### config.mk
export PLATFORM = sky130hd
export DESIGN_NAME = svmon_top
export DESIGN_NICKNAME = d
export VERILOG_FILES = /design/src/inc/svmon_pkg.sv /design/src/svmon_top.sv
export SDC_FILE = /design/constraint.sdc
export NUM_CORES = 1
export LEC_CHECK = 0
export ABC_AREA = 1
export BUFFER_PORTS_ARGS = -buffer_cell sky130_fd_sc_hd__buf_2
export CAP_MARGIN = 40
export CELL_PAD_IN_SITES_DETAIL_PLACEMENT = 1
export CELL_PAD_IN_SITES_GLOBAL_PLACEMENT = 2
export CORE_MARGIN = 2
export CORE_UTILIZATION = 26
export CTS_BUF_LIST = sky130_fd_sc_hd__clkbuf_8
export CTS_CLUSTER_SIZE = 8
export DETAILED_ROUTE_END_ITERATION = 6
export HOLD_SLACK_MARGIN = 0.15
export PLACE_DENSITY_LB_ADDON = 0.05
export SETUP_SLACK_MARGIN = 0.1
export SYNTH_ARGS = -nofsm -noshare
export SYNTH_HDL_FRONTEND = slang
export SYNTH_SLANG_ARGS = --single-unit
### constraint.sdc
create_clock -name clk_i -period 1.7 [get_ports clk_i]
set_input_delay 0.34 -clock clk_i [delete_from_list [all_inputs] [get_ports clk_i]]
set_output_delay 0.34 -clock clk_i [all_outputs]
set_load 0.01 [all_outputs]
### src/inc/svmon_pkg.sv
/*
  svmon_pkg: register map, field layout, reset values and timing constants
  of the supply monitor. Assumes a 25 MHz system clock and a 32-bit APB.
*/
package svmon_pkg;

  // register byte offsets
  localparam logic [11:0] SVMON_CTRL_OFF   = 12'h000;
  localparam logic [11:0] SVMON_STAT_OFF   = 12'h004;
  localparam logic [11:0] SVMON_IEN_OFF    = 12'h008;
  localparam logic [11:0] SVMON_ICLR_OFF   = 12'h00c;
  localparam logic [11:0] SVMON_SYS_OFF    = 12'h010;

  // control field positions
  localparam int SVMON_LVL_LSB  = 0;
  localparam int SVMON_LVL_W    = 4;
  localparam int SVMON_EN_BIT   = 4;
  localparam int SVMON_RDY_BIT  = 5;

  // status / enable / clear layout
  localparam int SVMON_FLAG_BIT = 0;
  // system register layout
  localparam int SVMON_GIE_BIT  = 0;
  localparam int SVMON_SLP_BIT  = 1;

  // control reset: power off, level field 0101
  localparam logic [7:0] SVMON_CTRL_RST = 8'h05;

  localparam logic [3:0] SVMON_LVL_EXT  = 4'hf;
  localparam logic [3:0] SVMON_LVL_RSVD = 4'h0;

  // reference settle time, fixed in time, not in clocks
  localparam int SVMON_CLK_MHZ    = 25;
  localparam int SVMON_SETTLE_US  = 20;
  localparam int SVMON_SETTLE_CYC = SVMON_SETTLE_US * SVMON_CLK_MHZ;

  typedef struct packed {
    logic       ref_ok;
    logic       enable;
    logic [3:0] level;
  } svmon_ctrl_t;

  typedef enum logic [1:0] {
    SVMON_OFF    = 2'b00,
    SVMON_SETTLE = 2'b01,
    SVMON_RUN    = 2'b11
  } svmon_state_t;

endpackage : svmon_pkg

### src/svmon_top.sv
/*
  svmon_top: supply-voltage monitor control logic behind an APB slave.
  Assumes the analog comparator, ladder and reference live outside and
  reach this block as asynchronous levels; they are synchronised here.
*/
`timescale 1ns/100ps

// Summary of operation
// - low supply below selected tap against reference sets the flag
// - comparator trip at reference equality raises the flag
// - software picks one of 16 level codes in control bits 3..0, 15 of which can trip
// - level code 1111 routes the external detect pin to the comparator
// - codes 0001..1110 internal taps; code 0000 reserved, never trips
// - bit 4 powers up and enables the detector
// - bit 5 read-only, high when reference stable and detector can trip
// - control bits 7 and 6 read as zero
// - no flag before the reference settles after enabling
// - flag with its enable set raises the interrupt to the processor
// - detector runs in sleep; trip wakes; vectoring needs global enable
// - reset returns control register to reset state, detector off
module svmon_top
  import svmon_pkg::*;
#(
  parameter int SETTLE_CYC = SVMON_SETTLE_CYC
) (
  // clock and reset
  input  wire logic        clk_i,
  input  wire logic        reset_i,
  // apb slave
  input  wire logic        psel_i,
  input  wire logic        penable_i,
  input  wire logic        pwrite_i,
  input  wire logic [11:0] paddr_i,
  input  wire logic [31:0] pwdata_i,
  output logic      [31:0] prdata_o,
  output logic             pready_o,
  output logic             pslverr_o,
  // analog front end
  input  wire logic        tap_below_ref_i,
  input  wire logic        ext_below_ref_i,
  input  wire logic        ref_stable_i,
  output logic             detect_power_o,
  output logic [3:0]       tap_select_o,
  output logic             ext_select_o,
  // processor side
  output logic             irq_o,
  output logic             vector_o,
  output logic             wake_o
);

  // the settle counter is 16 bits wide and needs at least one cycle
  if (SETTLE_CYC < 1 || SETTLE_CYC > 65535) begin : g_settle_chk
    $error("SETTLE_CYC out of range");
  end

  // two-stage synchronisers for analog levels
  logic [2:0] sync1_reg, sync2_reg;
  always_ff @(posedge clk_i) begin
    if (reset_i) begin
      sync1_reg <= 3'h0;
      sync2_reg <= 3'h0;
    end else begin
      sync1_reg <= {ref_stable_i, ext_below_ref_i, tap_below_ref_i};
      sync2_reg <= sync1_reg;
    end
  end
  logic tap_low, ext_low, ref_ok_in;
  assign tap_low   = sync2_reg[0];
  assign ext_low   = sync2_reg[1];
  assign ref_ok_in = sync2_reg[2];

  // registers
  logic [3:0]   level_reg, level_next;
  logic         en_reg, en_next;
  logic         flag_reg, flag_next;
  logic         ien_reg, ien_next;
  logic         gie_reg, gie_next;
  logic         sleep_reg, sleep_next;
  svmon_state_t st_reg, st_next;
  logic [15:0]  cnt_reg, cnt_next;
  logic [31:0]  rdata_reg, rdata_next;

  logic wr, rd, hit, trip, ready_flag;
  assign wr = psel_i & penable_i & pwrite_i;
  assign rd = psel_i & ~penable_i & ~pwrite_i;
  assign hit = (paddr_i == SVMON_CTRL_OFF) | (paddr_i == SVMON_STAT_OFF) |
               (paddr_i == SVMON_IEN_OFF)  | (paddr_i == SVMON_ICLR_OFF) |
               (paddr_i == SVMON_SYS_OFF);

  // gated by enable so a disable stops trips at once, not one cycle later
  assign ready_flag = (st_reg == SVMON_RUN) & en_reg;

  always_comb begin
    trip = 1'b0;
    if (ready_flag) begin
      if (level_reg == SVMON_LVL_EXT)
        trip = ext_low;
      else if (level_reg != SVMON_LVL_RSVD)
        trip = tap_low;
    end
  end

  // settle sequencer
  always_comb begin
    st_next  = st_reg;
    cnt_next = cnt_reg;
    case (st_reg)
      SVMON_OFF: begin
        cnt_next = 16'h0;
        if (en_reg)
          st_next = SVMON_SETTLE;
      end
      SVMON_SETTLE: begin
        if (!en_reg) begin
          st_next = SVMON_OFF;
        end else if (cnt_reg >= 16'(SETTLE_CYC - 1) && ref_ok_in) begin
          st_next = SVMON_RUN;
        end else if (cnt_reg < 16'(SETTLE_CYC - 1)) begin
          cnt_next = cnt_reg + 16'h1;
        end
      end
      SVMON_RUN: begin
        if (!en_reg || !ref_ok_in)
          st_next = SVMON_OFF;
      end
      default: st_next = SVMON_OFF;
    endcase
  end

  // register writes
  always_comb begin
    level_next = level_reg;
    en_next    = en_reg;
    ien_next   = ien_reg;
    gie_next   = gie_reg;
    sleep_next = sleep_reg;
    flag_next  = flag_reg;
    if (wr) begin
      case (paddr_i)
        SVMON_CTRL_OFF: begin
          level_next = pwdata_i[SVMON_LVL_LSB +: SVMON_LVL_W];
          en_next    = pwdata_i[SVMON_EN_BIT];
        end
        SVMON_IEN_OFF:  ien_next = pwdata_i[SVMON_FLAG_BIT];
        SVMON_ICLR_OFF: begin
          if (pwdata_i[SVMON_FLAG_BIT])
            flag_next = 1'b0;
        end
        SVMON_SYS_OFF: begin
          gie_next   = pwdata_i[SVMON_GIE_BIT];
          sleep_next = pwdata_i[SVMON_SLP_BIT];
        end
        default: ;
      endcase
    end
    // set wins over clear; sticky until cleared
    if (trip)
      flag_next = 1'b1;
    // a wake ends sleep
    if (sleep_reg && flag_reg)
      sleep_next = 1'b0;
  end

  // read mux, captured in setup phase
  always_comb begin
    rdata_next = rdata_reg;
    if (rd) begin
      case (paddr_i)
        SVMON_CTRL_OFF: rdata_next = {26'h0, ready_flag, en_reg,
                                      level_reg};
        SVMON_STAT_OFF: rdata_next = {31'h0, flag_reg};
        SVMON_IEN_OFF:  rdata_next = {31'h0, ien_reg};
        SVMON_SYS_OFF:  rdata_next = {30'h0, sleep_reg, gie_reg};
        default:        rdata_next = 32'h0;
      endcase
    end
  end

  always_ff @(posedge clk_i) begin
    if (reset_i) begin
      level_reg <= SVMON_CTRL_RST[3:0];
      en_reg    <= SVMON_CTRL_RST[4];
      flag_reg  <= 1'b0;
      ien_reg   <= 1'b0;
      gie_reg   <= 1'b0;
      sleep_reg <= 1'b0;
      st_reg    <= SVMON_OFF;
      cnt_reg   <= 16'h0;
      rdata_reg <= 32'h0;
    end else begin
      level_reg <= level_next;
      en_reg    <= en_next;
      flag_reg  <= flag_next;
      ien_reg   <= ien_next;
      gie_reg   <= gie_next;
      sleep_reg <= sleep_next;
      st_reg    <= st_next;
      cnt_reg   <= cnt_next;
      rdata_reg <= rdata_next;
    end
  end

  // outputs
  assign prdata_o       = rdata_reg;
  assign pready_o       = 1'b1;
  assign pslverr_o      = psel_i & penable_i & ~hit;
  assign detect_power_o = en_reg;
  assign tap_select_o   = level_reg;
  assign ext_select_o   = en_reg & (level_reg == SVMON_LVL_EXT);
  assign irq_o          = flag_reg & ien_reg;
  assign vector_o       = irq_o & gie_reg & ~sleep_reg;
  assign wake_o         = sleep_reg & flag_reg;

  // assertions
  AST_NO_FLAG_OFF: assert property (@(posedge clk_i) disable iff (reset_i)
    (!en_reg && !flag_reg) |=> !flag_reg)
    else $error("flag set while detector off");
  AST_SETTLE: assert property (@(posedge clk_i) disable iff (reset_i)
    $rose(ready_flag) |-> cnt_reg >= 16'(SETTLE_CYC - 1))
    else $error("ready before settle time");
  AST_STICKY: assert property (@(posedge clk_i) disable iff (reset_i)
    (flag_reg && !(wr && paddr_i == SVMON_ICLR_OFF)) |=> flag_reg)
    else $error("flag lost without clear");
  AST_TRIP: assert property (@(posedge clk_i) disable iff (reset_i)
    (ready_flag && level_reg != SVMON_LVL_EXT &&
     level_reg != SVMON_LVL_RSVD && tap_low) |=> flag_reg)
    else $error("tap trip did not set flag");
  AST_EXT: assert property (@(posedge clk_i) disable iff (reset_i)
    (ready_flag && level_reg == SVMON_LVL_EXT && ext_low) |=> flag_reg)
    else $error("external trip did not set flag");
  AST_RSVD: assert property (@(posedge clk_i) disable iff (reset_i)
    (level_reg == SVMON_LVL_RSVD) |-> !trip)
    else $error("reserved level tripped");
  AST_IRQ: assert property (@(posedge clk_i) disable iff (reset_i)
    irq_o == (flag_reg && ien_reg))
    else $error("irq mismatch");
  AST_RDZERO: assert property (@(posedge clk_i) disable iff (reset_i)
    (rd && paddr_i == SVMON_CTRL_OFF) |=> prdata_o[7:6] == 2'b00)
    else $error("unimplemented bits nonzero");
  AST_OFFDROP: assert property (@(posedge clk_i) disable iff (reset_i)
    !en_reg |=> ##1 !ready_flag)
    else $error("ready while disabled");
  AST_RESET: assert property (@(posedge clk_i)
    reset_i |=> !en_reg && st_reg == SVMON_OFF)
    else $error("reset did not turn detector off");
  AST_WAKE: assert property (@(posedge clk_i) disable iff (reset_i)
    (sleep_reg && flag_reg) |=> !sleep_reg)
    else $error("no wake on flag");
  AST_NO_TRIP_SETTLE: assert property (@(posedge clk_i) disable iff (reset_i)
    (st_reg != SVMON_RUN) |-> !trip)
    else $error("trip before reference settled");
  AST_REF_LOSS: assert property (@(posedge clk_i) disable iff (reset_i)
    !ref_ok_in |=> !ready_flag)
    else $error("ready kept after reference loss");
  AST_OFF_NO_TRIP: assert property (@(posedge clk_i) disable iff (reset_i)
    !en_reg |-> !trip)
    else $error("trip while detector disabled");
  AST_LVL_WR: assert property (@(posedge clk_i) disable iff (reset_i)
    (wr && paddr_i == SVMON_CTRL_OFF) |=>
    tap_select_o == $past(pwdata_i[SVMON_LVL_LSB +: SVMON_LVL_W]))
    else $error("level select not taken from write");
  AST_PWR_WR: assert property (@(posedge clk_i) disable iff (reset_i)
    (wr && paddr_i == SVMON_CTRL_OFF) |=>
    detect_power_o == $past(pwdata_i[SVMON_EN_BIT]))
    else $error("power enable not taken from write");
  AST_EXT_SEL: assert property (@(posedge clk_i) disable iff (reset_i)
    ext_select_o |-> (detect_power_o && tap_select_o == SVMON_LVL_EXT))
    else $error("external input routed in wrong mode");
  AST_NO_VEC: assert property (@(posedge clk_i) disable iff (reset_i)
    !gie_reg |-> !vector_o)
    else $error("vector without global enable");
  AST_CLEAR: assert property (@(posedge clk_i) disable iff (reset_i)
    (wr && paddr_i == SVMON_ICLR_OFF && pwdata_i[SVMON_FLAG_BIT] && !trip)
    |=> !flag_reg)
    else $error("flag not cleared by write one");

  COV_RUN:  cover property (@(posedge clk_i) disable iff (reset_i)
    $rose(ready_flag));
  COV_TRIP: cover property (@(posedge clk_i) disable iff (reset_i)
    $rose(flag_reg));
  COV_EXT:  cover property (@(posedge clk_i) disable iff (reset_i)
    trip && level_reg == SVMON_LVL_EXT);
  COV_WAKE: cover property (@(posedge clk_i) disable iff (reset_i)
    wake_o);
  COV_REF_LOSS: cover property (@(posedge clk_i) disable iff (reset_i)
    $fell(ready_flag) && en_reg);

endmodule : svmon_top

=== Word-level counts from Yosys, hierarchy flattened ===
Index checks and enable logic that the tools add are counted.

* Memory bits (writable): 0
* Bits of input ports: 52
* Memories: 0
* Register bits after elaboration: 65
* Memory bits (read-only): 0
* Logic and storage cells: 82
* Bits in latches: 0

* Equality and inequality tests: 13
* Multiply operators: 0
* Add/subtract/negate cells: 1
* Shift-type cells: 0
* Bitwise gates (word level): 19
* Divide/modulo/power cells: 0
* Magnitude comparators: 2
* Reduce and logical (&&, ||, !) cells: 19
* Mux-type cells: 17

{| class="wikitable"
|+ Operators with widths
! kind !! count
|-
| 16-bit 2-to-1 mux || 3
|-
| 16-bit case mux with 2 select lines || 1
|-
| 12-bit by 4-bit equality test with 1-bit output (second input constant) || 2
|-
| 6-bit case mux with 4 select lines || 1
|-
| 16-bit by 1-bit adder with 16-bit output (second input constant) || 1
|-
| 16-bit by 9-bit >= comparator with 1-bit output (second input constant) || 1
|-
| 16-bit by 9-bit < comparator with 1-bit output (second input constant) || 1
|-
| 12-bit by 3-bit equality test with 1-bit output (second input constant) || 1
|-
| 12-bit by 5-bit equality test with 1-bit output (second input constant) || 1
|-
| 12-bit logical NOT || 1
|-
| 1-bit AND || 11
|-
| 2-bit 2-to-1 mux || 4
|-
| 2-bit != test (second input constant) || 4
|-
| 2-bit nonzero test || 4
|-
| 1-bit 2-to-1 mux || 7
|-
| 2-bit case mux with 3 select lines || 1
|-
| 2-bit AND reduction || 3
|-
| 3-bit AND reduction || 2
|-
| 4-bit equality test (second input constant) || 1
|-
| 1-bit NOT || 4
|-
| 1-bit OR || 4
|-
| 4-bit AND reduction || 1
|-
| 4-bit nonzero test || 1
|-
| 3-bit != test (second input constant) || 1
|-
| 8 further kinds || 10
|}

=== Longest topological paths before layout ===
Gate-level depths: netlist of run 1.

* Depth in word-level cells: 7
* Mapped depth: 9

=== Worst setup path before layout of run 1 ===
OpenSTA, ideal clock, no wires.

* Kind: in2out
* Start: input port paddr_i[0]
* End: output port pslverr_o
* Arrival: 1.034 ns
* Cell stages on the path: 6
* Slack: 0.326 ns
* Path through: inv_1 > nand2_1 > nor2_4 > nand3_1 > nand2_1 > nor3b_1

* Longest elaborated chain between the ends: 7
* Elaborated cells between the ends (all ways): 11
* Classes of those cells: 4 x eq/ne; 6 x bitwise; 1 x reduce/logical

{| class="wikitable"
|+ RTL lines
! what !! line !! source
|-
| start, declared || svmon_top.sv:33 || <nowiki>input wire logic [11:0] paddr_i,</nowiki>
|-
| 12-bit by 3-bit equality test with 1-bit output / 12-bit logical NOT (equally long branches) || svmon_top.sv:86 || <nowiki>assign hit = (paddr_i == SVMON_CTRL_OFF) | (paddr_i == SVMON_STAT_OFF) |</nowiki>
|-
| 1-bit OR (2 in a row) || svmon_top.sv:86 ||
|-
| 1-bit OR || svmon_top.sv:87 || <nowiki>(paddr_i == SVMON_IEN_OFF) | (paddr_i == SVMON_ICLR_OFF) |</nowiki>
|-
| 1-bit OR * || svmon_top.sv:87 ||
|-
| 1-bit NOT * || svmon_top.sv:206 || <nowiki>assign pslverr_o = psel_i & penable_i & ~hit;</nowiki>
|-
| 1-bit AND * || svmon_top.sv:206 ||
|-
| end, declared || svmon_top.sv:37 || <nowiki>output logic pslverr_o,</nowiki>
|}

Every way passes the cells marked *; elsewhere a longest branch is shown, timed or not.

=== Worst setup path in the final report of run 1 ===
* Start: input port paddr_i[4]
* End: output port pslverr_o

Same word-level chain as after synthesis.

==> flow_summary.ini, run 1 <==
[detailed_routing]
drt_iter0_drc = 32
vias = 1939
ant_nets = 0
firstDrtPassIters = 4
wl_per_cell_um = 11.9
drc = 0
wl_um = 5520
via_per_inst = 4.17

[global_route]
overflow = 0
grt_pass1_vias = 1926
antenna_found_initial = 0
grt_max_degree = 13
grt_pass1_wl_um = 9230
grt_use_total_pct = 13.0

[sta]
setup_viol = 0
fin_skew_ps = 9.64
whs_ps = 248
fin_crit_ps = 1520
hold_viol = 0
period_share_pct = 89.3
rsz0062_at_grt = no
slew_violations = 0
fin_ws_ps = 182
tns_ps = 0
timing.fmax_mhz = 659

[die]
num_rows = 33
core_area_um2 = 8260
die_area_um2 = 9280
dieWidth_um = 96.3
die_h_um = 96.3
num_io_pins = 95
initial_core_util_pct = 26.8

[layout]
fin_area_um2 = 2620
layout-drive-gt1-share_pct = 30.0
final_util_pct = 31.7
fillers = 1084
final_nets = 412
largest_reg_flops = 16
diodes = 0
syn_to_final_growth_pct = 18.1

[run_status]
status = complete, no violations

[placement]
dp_hpwl_um = 4410
portBuffers = 40
place.gp.congestion = 0.774
place_ws_ps = 139
dpl_cell_area_um2 = 2450

[synthesis]
synth_top_area_cell = dfxtp_1
ys_async_sr_fraction_pct = 0
synthTopCellsByArea = dfxtp_1 (35%), buf_4 (9.1%), nand2_1 (8.1%), inv_1 (8.0%), nor2_1 (6.1%)
synth_edf_count = 0
yosysSeqAreaShare_pct = 35.2
yosysMostFrequentCell = nand2_1
synth_common_cells = nand2_1 (48), inv_1 (47), dfxtp_1 (39), nor2_1 (36), buf_4 (27)
yosysTopAreaCellShare_pct = 35.2
synth_warnings = 0
yosys.cell_types.count = 33
netlist_area_um2 = 2220
ys.flop_type = dfxtp_1
postSynthCellCount = 308
postSynthAreaPerCell_um2 = 7.19
ys_seq_elements = 39

[critical_path]
worstPathCellList = buf_2 > nor2_1 > nand2_2 > nor2_4 > nand4_1 > nor3b_1 > buf_2
crit_type = primary input to output pin
cp.arrival_ps = 1180
max_stage_delay_ps = 150
critPathTopFamily = simple AND/OR/NAND/NOR gates
r2r.worst_path.cells = 8
cp.depth = 7
critical-path-slowest-cell = nor3b_1
crit_top_cell = buf_2
cp_max_fo = 4
crit_path_start_kind = primary input
critPathRequiredTime_ps = 1360
end_kind = output pin
cp.buffers_inverters = 2

[clock_tree]
cts_num_sinks = 39
clk_path_buf_depth = 2
cts_hold_buf = 0
cts-root-buf = clkbuf_8
cts_tree = yes
path_clk_slew_ps = 70
htreeDepth = 2
cts_inserted_buffers = 5
clk-insertion-delay-late_ps = 300

[min_path]
hp-class = primary input to flop
hold_depth = 3

[power]
p_leak_uw = 0.00120
power.density_nw_per_um2 = 674
peakVddDrop_v = 0.000290

[flow_run]
maxCapViolCount = 0
what timing repair did:
action	CTS	global route
endpoints found under the setup margin	0	14
gates resized for setup	0	11
setup buffers	0	4
per-stage QoR:
step / total power (uW) / instances
floorplan: 1070 / 333
global placement: 1080 / 453
detailed placement: 1080 / 453
CTS: 1790 / 461
global route: 1850 / 465
finish: 1760 / 465
cells by family (layout without fill, tap and decap cells):
family | count (synthesis) | in the layout | synth area share, %
flip-flops | 39 | 39 | 35.2
buffers and inverters | 85 | 112 | 19.8
adder cells (fa/ha/maj) | 1 | 1 | 0.565
other | 2 | 27 | 0.339
AO/OA/AOI/OAI | 36 | 36 | 9.77
AND/OR/NAND/NOR | 145 | 145 | 34.3
power by group:
group	switching (uW)	leakage [uW]	total [uW]	internal, uW
Clock	336	0.0000557	701	365
Combinational	94.0	0.000831	137	42.6
Sequential	3.53	0.000317	925	921
Total	433	0.00120	1760	1330
final cells by class:
class | instances | area (um^2) | share of cell area (%)
clock buffers | 7 | 96.3 | 3.68
repair buffers | 51 | 283 | 10.8
inverters | 53 | 199 | 7.60
flip-flops and latches | 39 | 786 | 30.0
well taps | 105 | 131 | 5.02
clock inverters | 1 | 3.75 | 0.143
multi-input cells | 209 | 1120 | 42.7
worst paths after layout:
kind | start | end | slack, ps
max | paddr_i[4] | pslverr_o | 180
min | tap_below_ref_i | sync1_reg[0] | 250
max reg2reg | cnt_reg[0] | cnt_reg[11] | 250
min reg2reg | sync1_reg[1] | sync2_reg[1] | 400
routing by layer:
layer | part of all wire (%) | global-route usage [%]
met1 | 46 | 16.9
met3 | 3.4 | 2.74
met4 | 1.1 | 4.23
met5 | 0 | 0
met2 | 49 | 21.5
placed cells by master (no fill, tap or decap), drive strengths merged:
cell type  synthesis  final
o21ai             12     12
clkbuf             1      7
o211ai             2      2
ha                 1      1
dfxtp             39     39
nand2             55     55
inv               53     54
nand3             17     17
nand4             12     12
or2                1      1
nor2              46     46
and2               1      1
nor3              10     10
conb               2     27
o221ai             1      1
nor3b              3      3
a21oi             20     20
o211a              1      1
buf               31     51
worst register-to-register path, stage by stage, from the launching register on:
cell	delay, ps
dfxtp_2	350
ha_2	200
nor2_2	50
nand2_1	70
nand4_2	130
nand3_4	190
nand2_8	100
buf_4	190
nor3_2	110
(Power assumes the default switching activity.)
==> run 2: changes to the inputs <==
Settings changed: PLACE_DENSITY_LB_ADDON 0.05 to 0.3.
==> flow_summary.ini, run 2 (same netlist as run 1, synthesis figures left out) <==
[run_status]
status = complete, no violations

[critical_path]
rrSetupSlack_ps = 270
rr_endpoint = cnt_reg[10]
critical-path-slowest-cell = nor2_2
setup.worst_path.start = paddr_i[7]
cp_max_fo = 3
max_stage_delay_ps = 150
critPathRequiredTime_ps = 1360
cp.depth = 7
r2r.worst_path.cells = 8
crit_top_cell = buf_2
end_kind = output pin
critPathTopFamily = simple AND/OR/NAND/NOR gates
worstPathCellList = buf_2 > nor2_2 > nand2_2 > nor2_4 > nand4_1 > nor3b_1 > buf_2
r2r-start = cnt_reg[0]
crit_path_end = pslverr_o
cp.buffers_inverters = 2
crit_path_start_kind = primary input
crit_type = primary input to output pin
cp.arrival_ps = 1190

[power]
p_leak_uw = 0.00120
peakVddDrop_v = 0.000276
combPwrFrac_pct = 7.2
power_switching_uw = 461
p_int_uw = 1410
power.density_nw_per_um2 = 713
seqPwrFrac_pct = 49.4
clock_power_share_pct = 43.3
p_sw_share_pct = 24.7

[die]
die_area_um2 = 9280
dieWidth_um = 96.3
die_h_um = 96.3
num_io_pins = 95
initial_core_util_pct = 26.8
num_rows = 33
core_area_um2 = 8260

[detailed_routing]
wl_per_cell_um = 11.4
via_per_inst = 4.18
firstDrtPassIters = 4
vias = 1943
wl_um = 5290
drc = 0
drt_iter0_drc = 31
ant_nets = 0

[clock_tree]
cts_inserted_buffers = 5
cts_tree = yes
htreeDepth = 2
clk_path_buf_depth = 2
cts-root-buf = clkbuf_8
clk-insertion-delay-late_ps = 300
path_clk_slew_ps = 80
cts_num_sinks = 39
cts_hold_buf = 0

[global_route]
grt_use_met2_pct = 19.7
grt_use_total_pct = 12.2
grt.busiest_layer = met2
overflow = 0
grt_pass1_wl_um = 8660
use_met1_pct = 15.7
grt_pass1_vias = 1921
antenna_found_initial = 0
grtUsageMet3_pct = 3.37
grt_max_degree = 15

[sta]
rsz0062_at_grt = no
tns_ps = 0
hold_viol = 0
timing.fmax_mhz = 655
fin_skew_ps = 8.20
setup_viol = 0
slew_violations = 0
fin_crit_ps = 1530
period_share_pct = 89.8

[flow_run]
maxCapViolCount = 0

[min_path]
hp-class = primary input to flop
hold_depth = 3

[placement]
dp_hpwl_um = 4270
portBuffers = 40
dpl_cell_area_um2 = 2450
place.gp.congestion = 0.791

[layout]
final_util_pct = 31.7
fin_area_um2 = 2620
diodes = 0
largest_reg_flops = 16
syn_to_final_growth_pct = 18.3
final_nets = 412
layout-drive-gt1-share_pct = 29.2
layout_common_cells = nand2_1 (47), inv_1 (47), buf_2 (40), dfxtp_1 (38), nor2_1 (36)
-- run 2: what timing repair did --
item                                    4_1_cts  5_1_grt
pin swaps                                     0        2
resized for setup                             0        5
setup buffers                                 1        3
endpoints found under the setup margin        1        6
-- run 2: layout make-up --
cell class	instances	area (um^2)
clock buffer	5	68.8
inverter	53	199
tap	105	131
timing repair buffer	51	283
multi-input combinational	209	1110
clock inverter	3	47.5
fill	1060	5640
sequential	39	782
-- run 2: worst register-to-register path, delay by kind of cell, from the launching register on --
kind / cells / cell delay, ps
DFF: 1 / 370
buffers and inverters: 1 / 190
adders and majority gates: 1 / 220
and+or+nand+nor: 6 / 600
-- run 2: worst min-delay path by stage --
| stage | from | to | slack [ps] |
|---|---|---|---|
| final | tap_below_ref_i | sync1_reg[0] | 240 |
| after CTS | ext_below_ref_i | sync1_reg[1] | 230 |
| after floorplan | sync1_reg[0] | sync2_reg[0] | 390 |
| after global routing | ext_below_ref_i | sync1_reg[1] | 220 |
| after global placement | sync1_reg[0] | sync2_reg[0] | 390 |
| after detailed placement | sync1_reg[0] | sync2_reg[0] | 400 |
-- run 2: power groups by stage --
stage	clock (uW)	sequential, uW	combinational (uW)
5_1_grt	895	926	154
2_1_floorplan	0	946	123
3_3_place_gp	0	946	134
4_1_cts	851	925	136
3_5_place_dp	0	946	135
6_report	810	924	135
-- run 2: metal layers --
layer  up-vias  routed length [um]
met5         -                   0
met4         0                  63
met3         4                 212
met2        41                2460
met1       884                2560
li1       1014                   -
-- run 2: through the flow --
step / power, uW / setup slack (ps) / cells / hold WS [ps]
4_1_cts: 1910 / 137 / 462 / 227
5_1_grt: 1970 / 108 / 465 / 221
2_1_floorplan: 1070 / 326 / 333 / 388
3_3_place_gp: 1080 / 110 / 453 / 394
6_report: 1870 / 174 / 465 / 235
3_5_place_dp: 1080 / 102 / 453 / 398
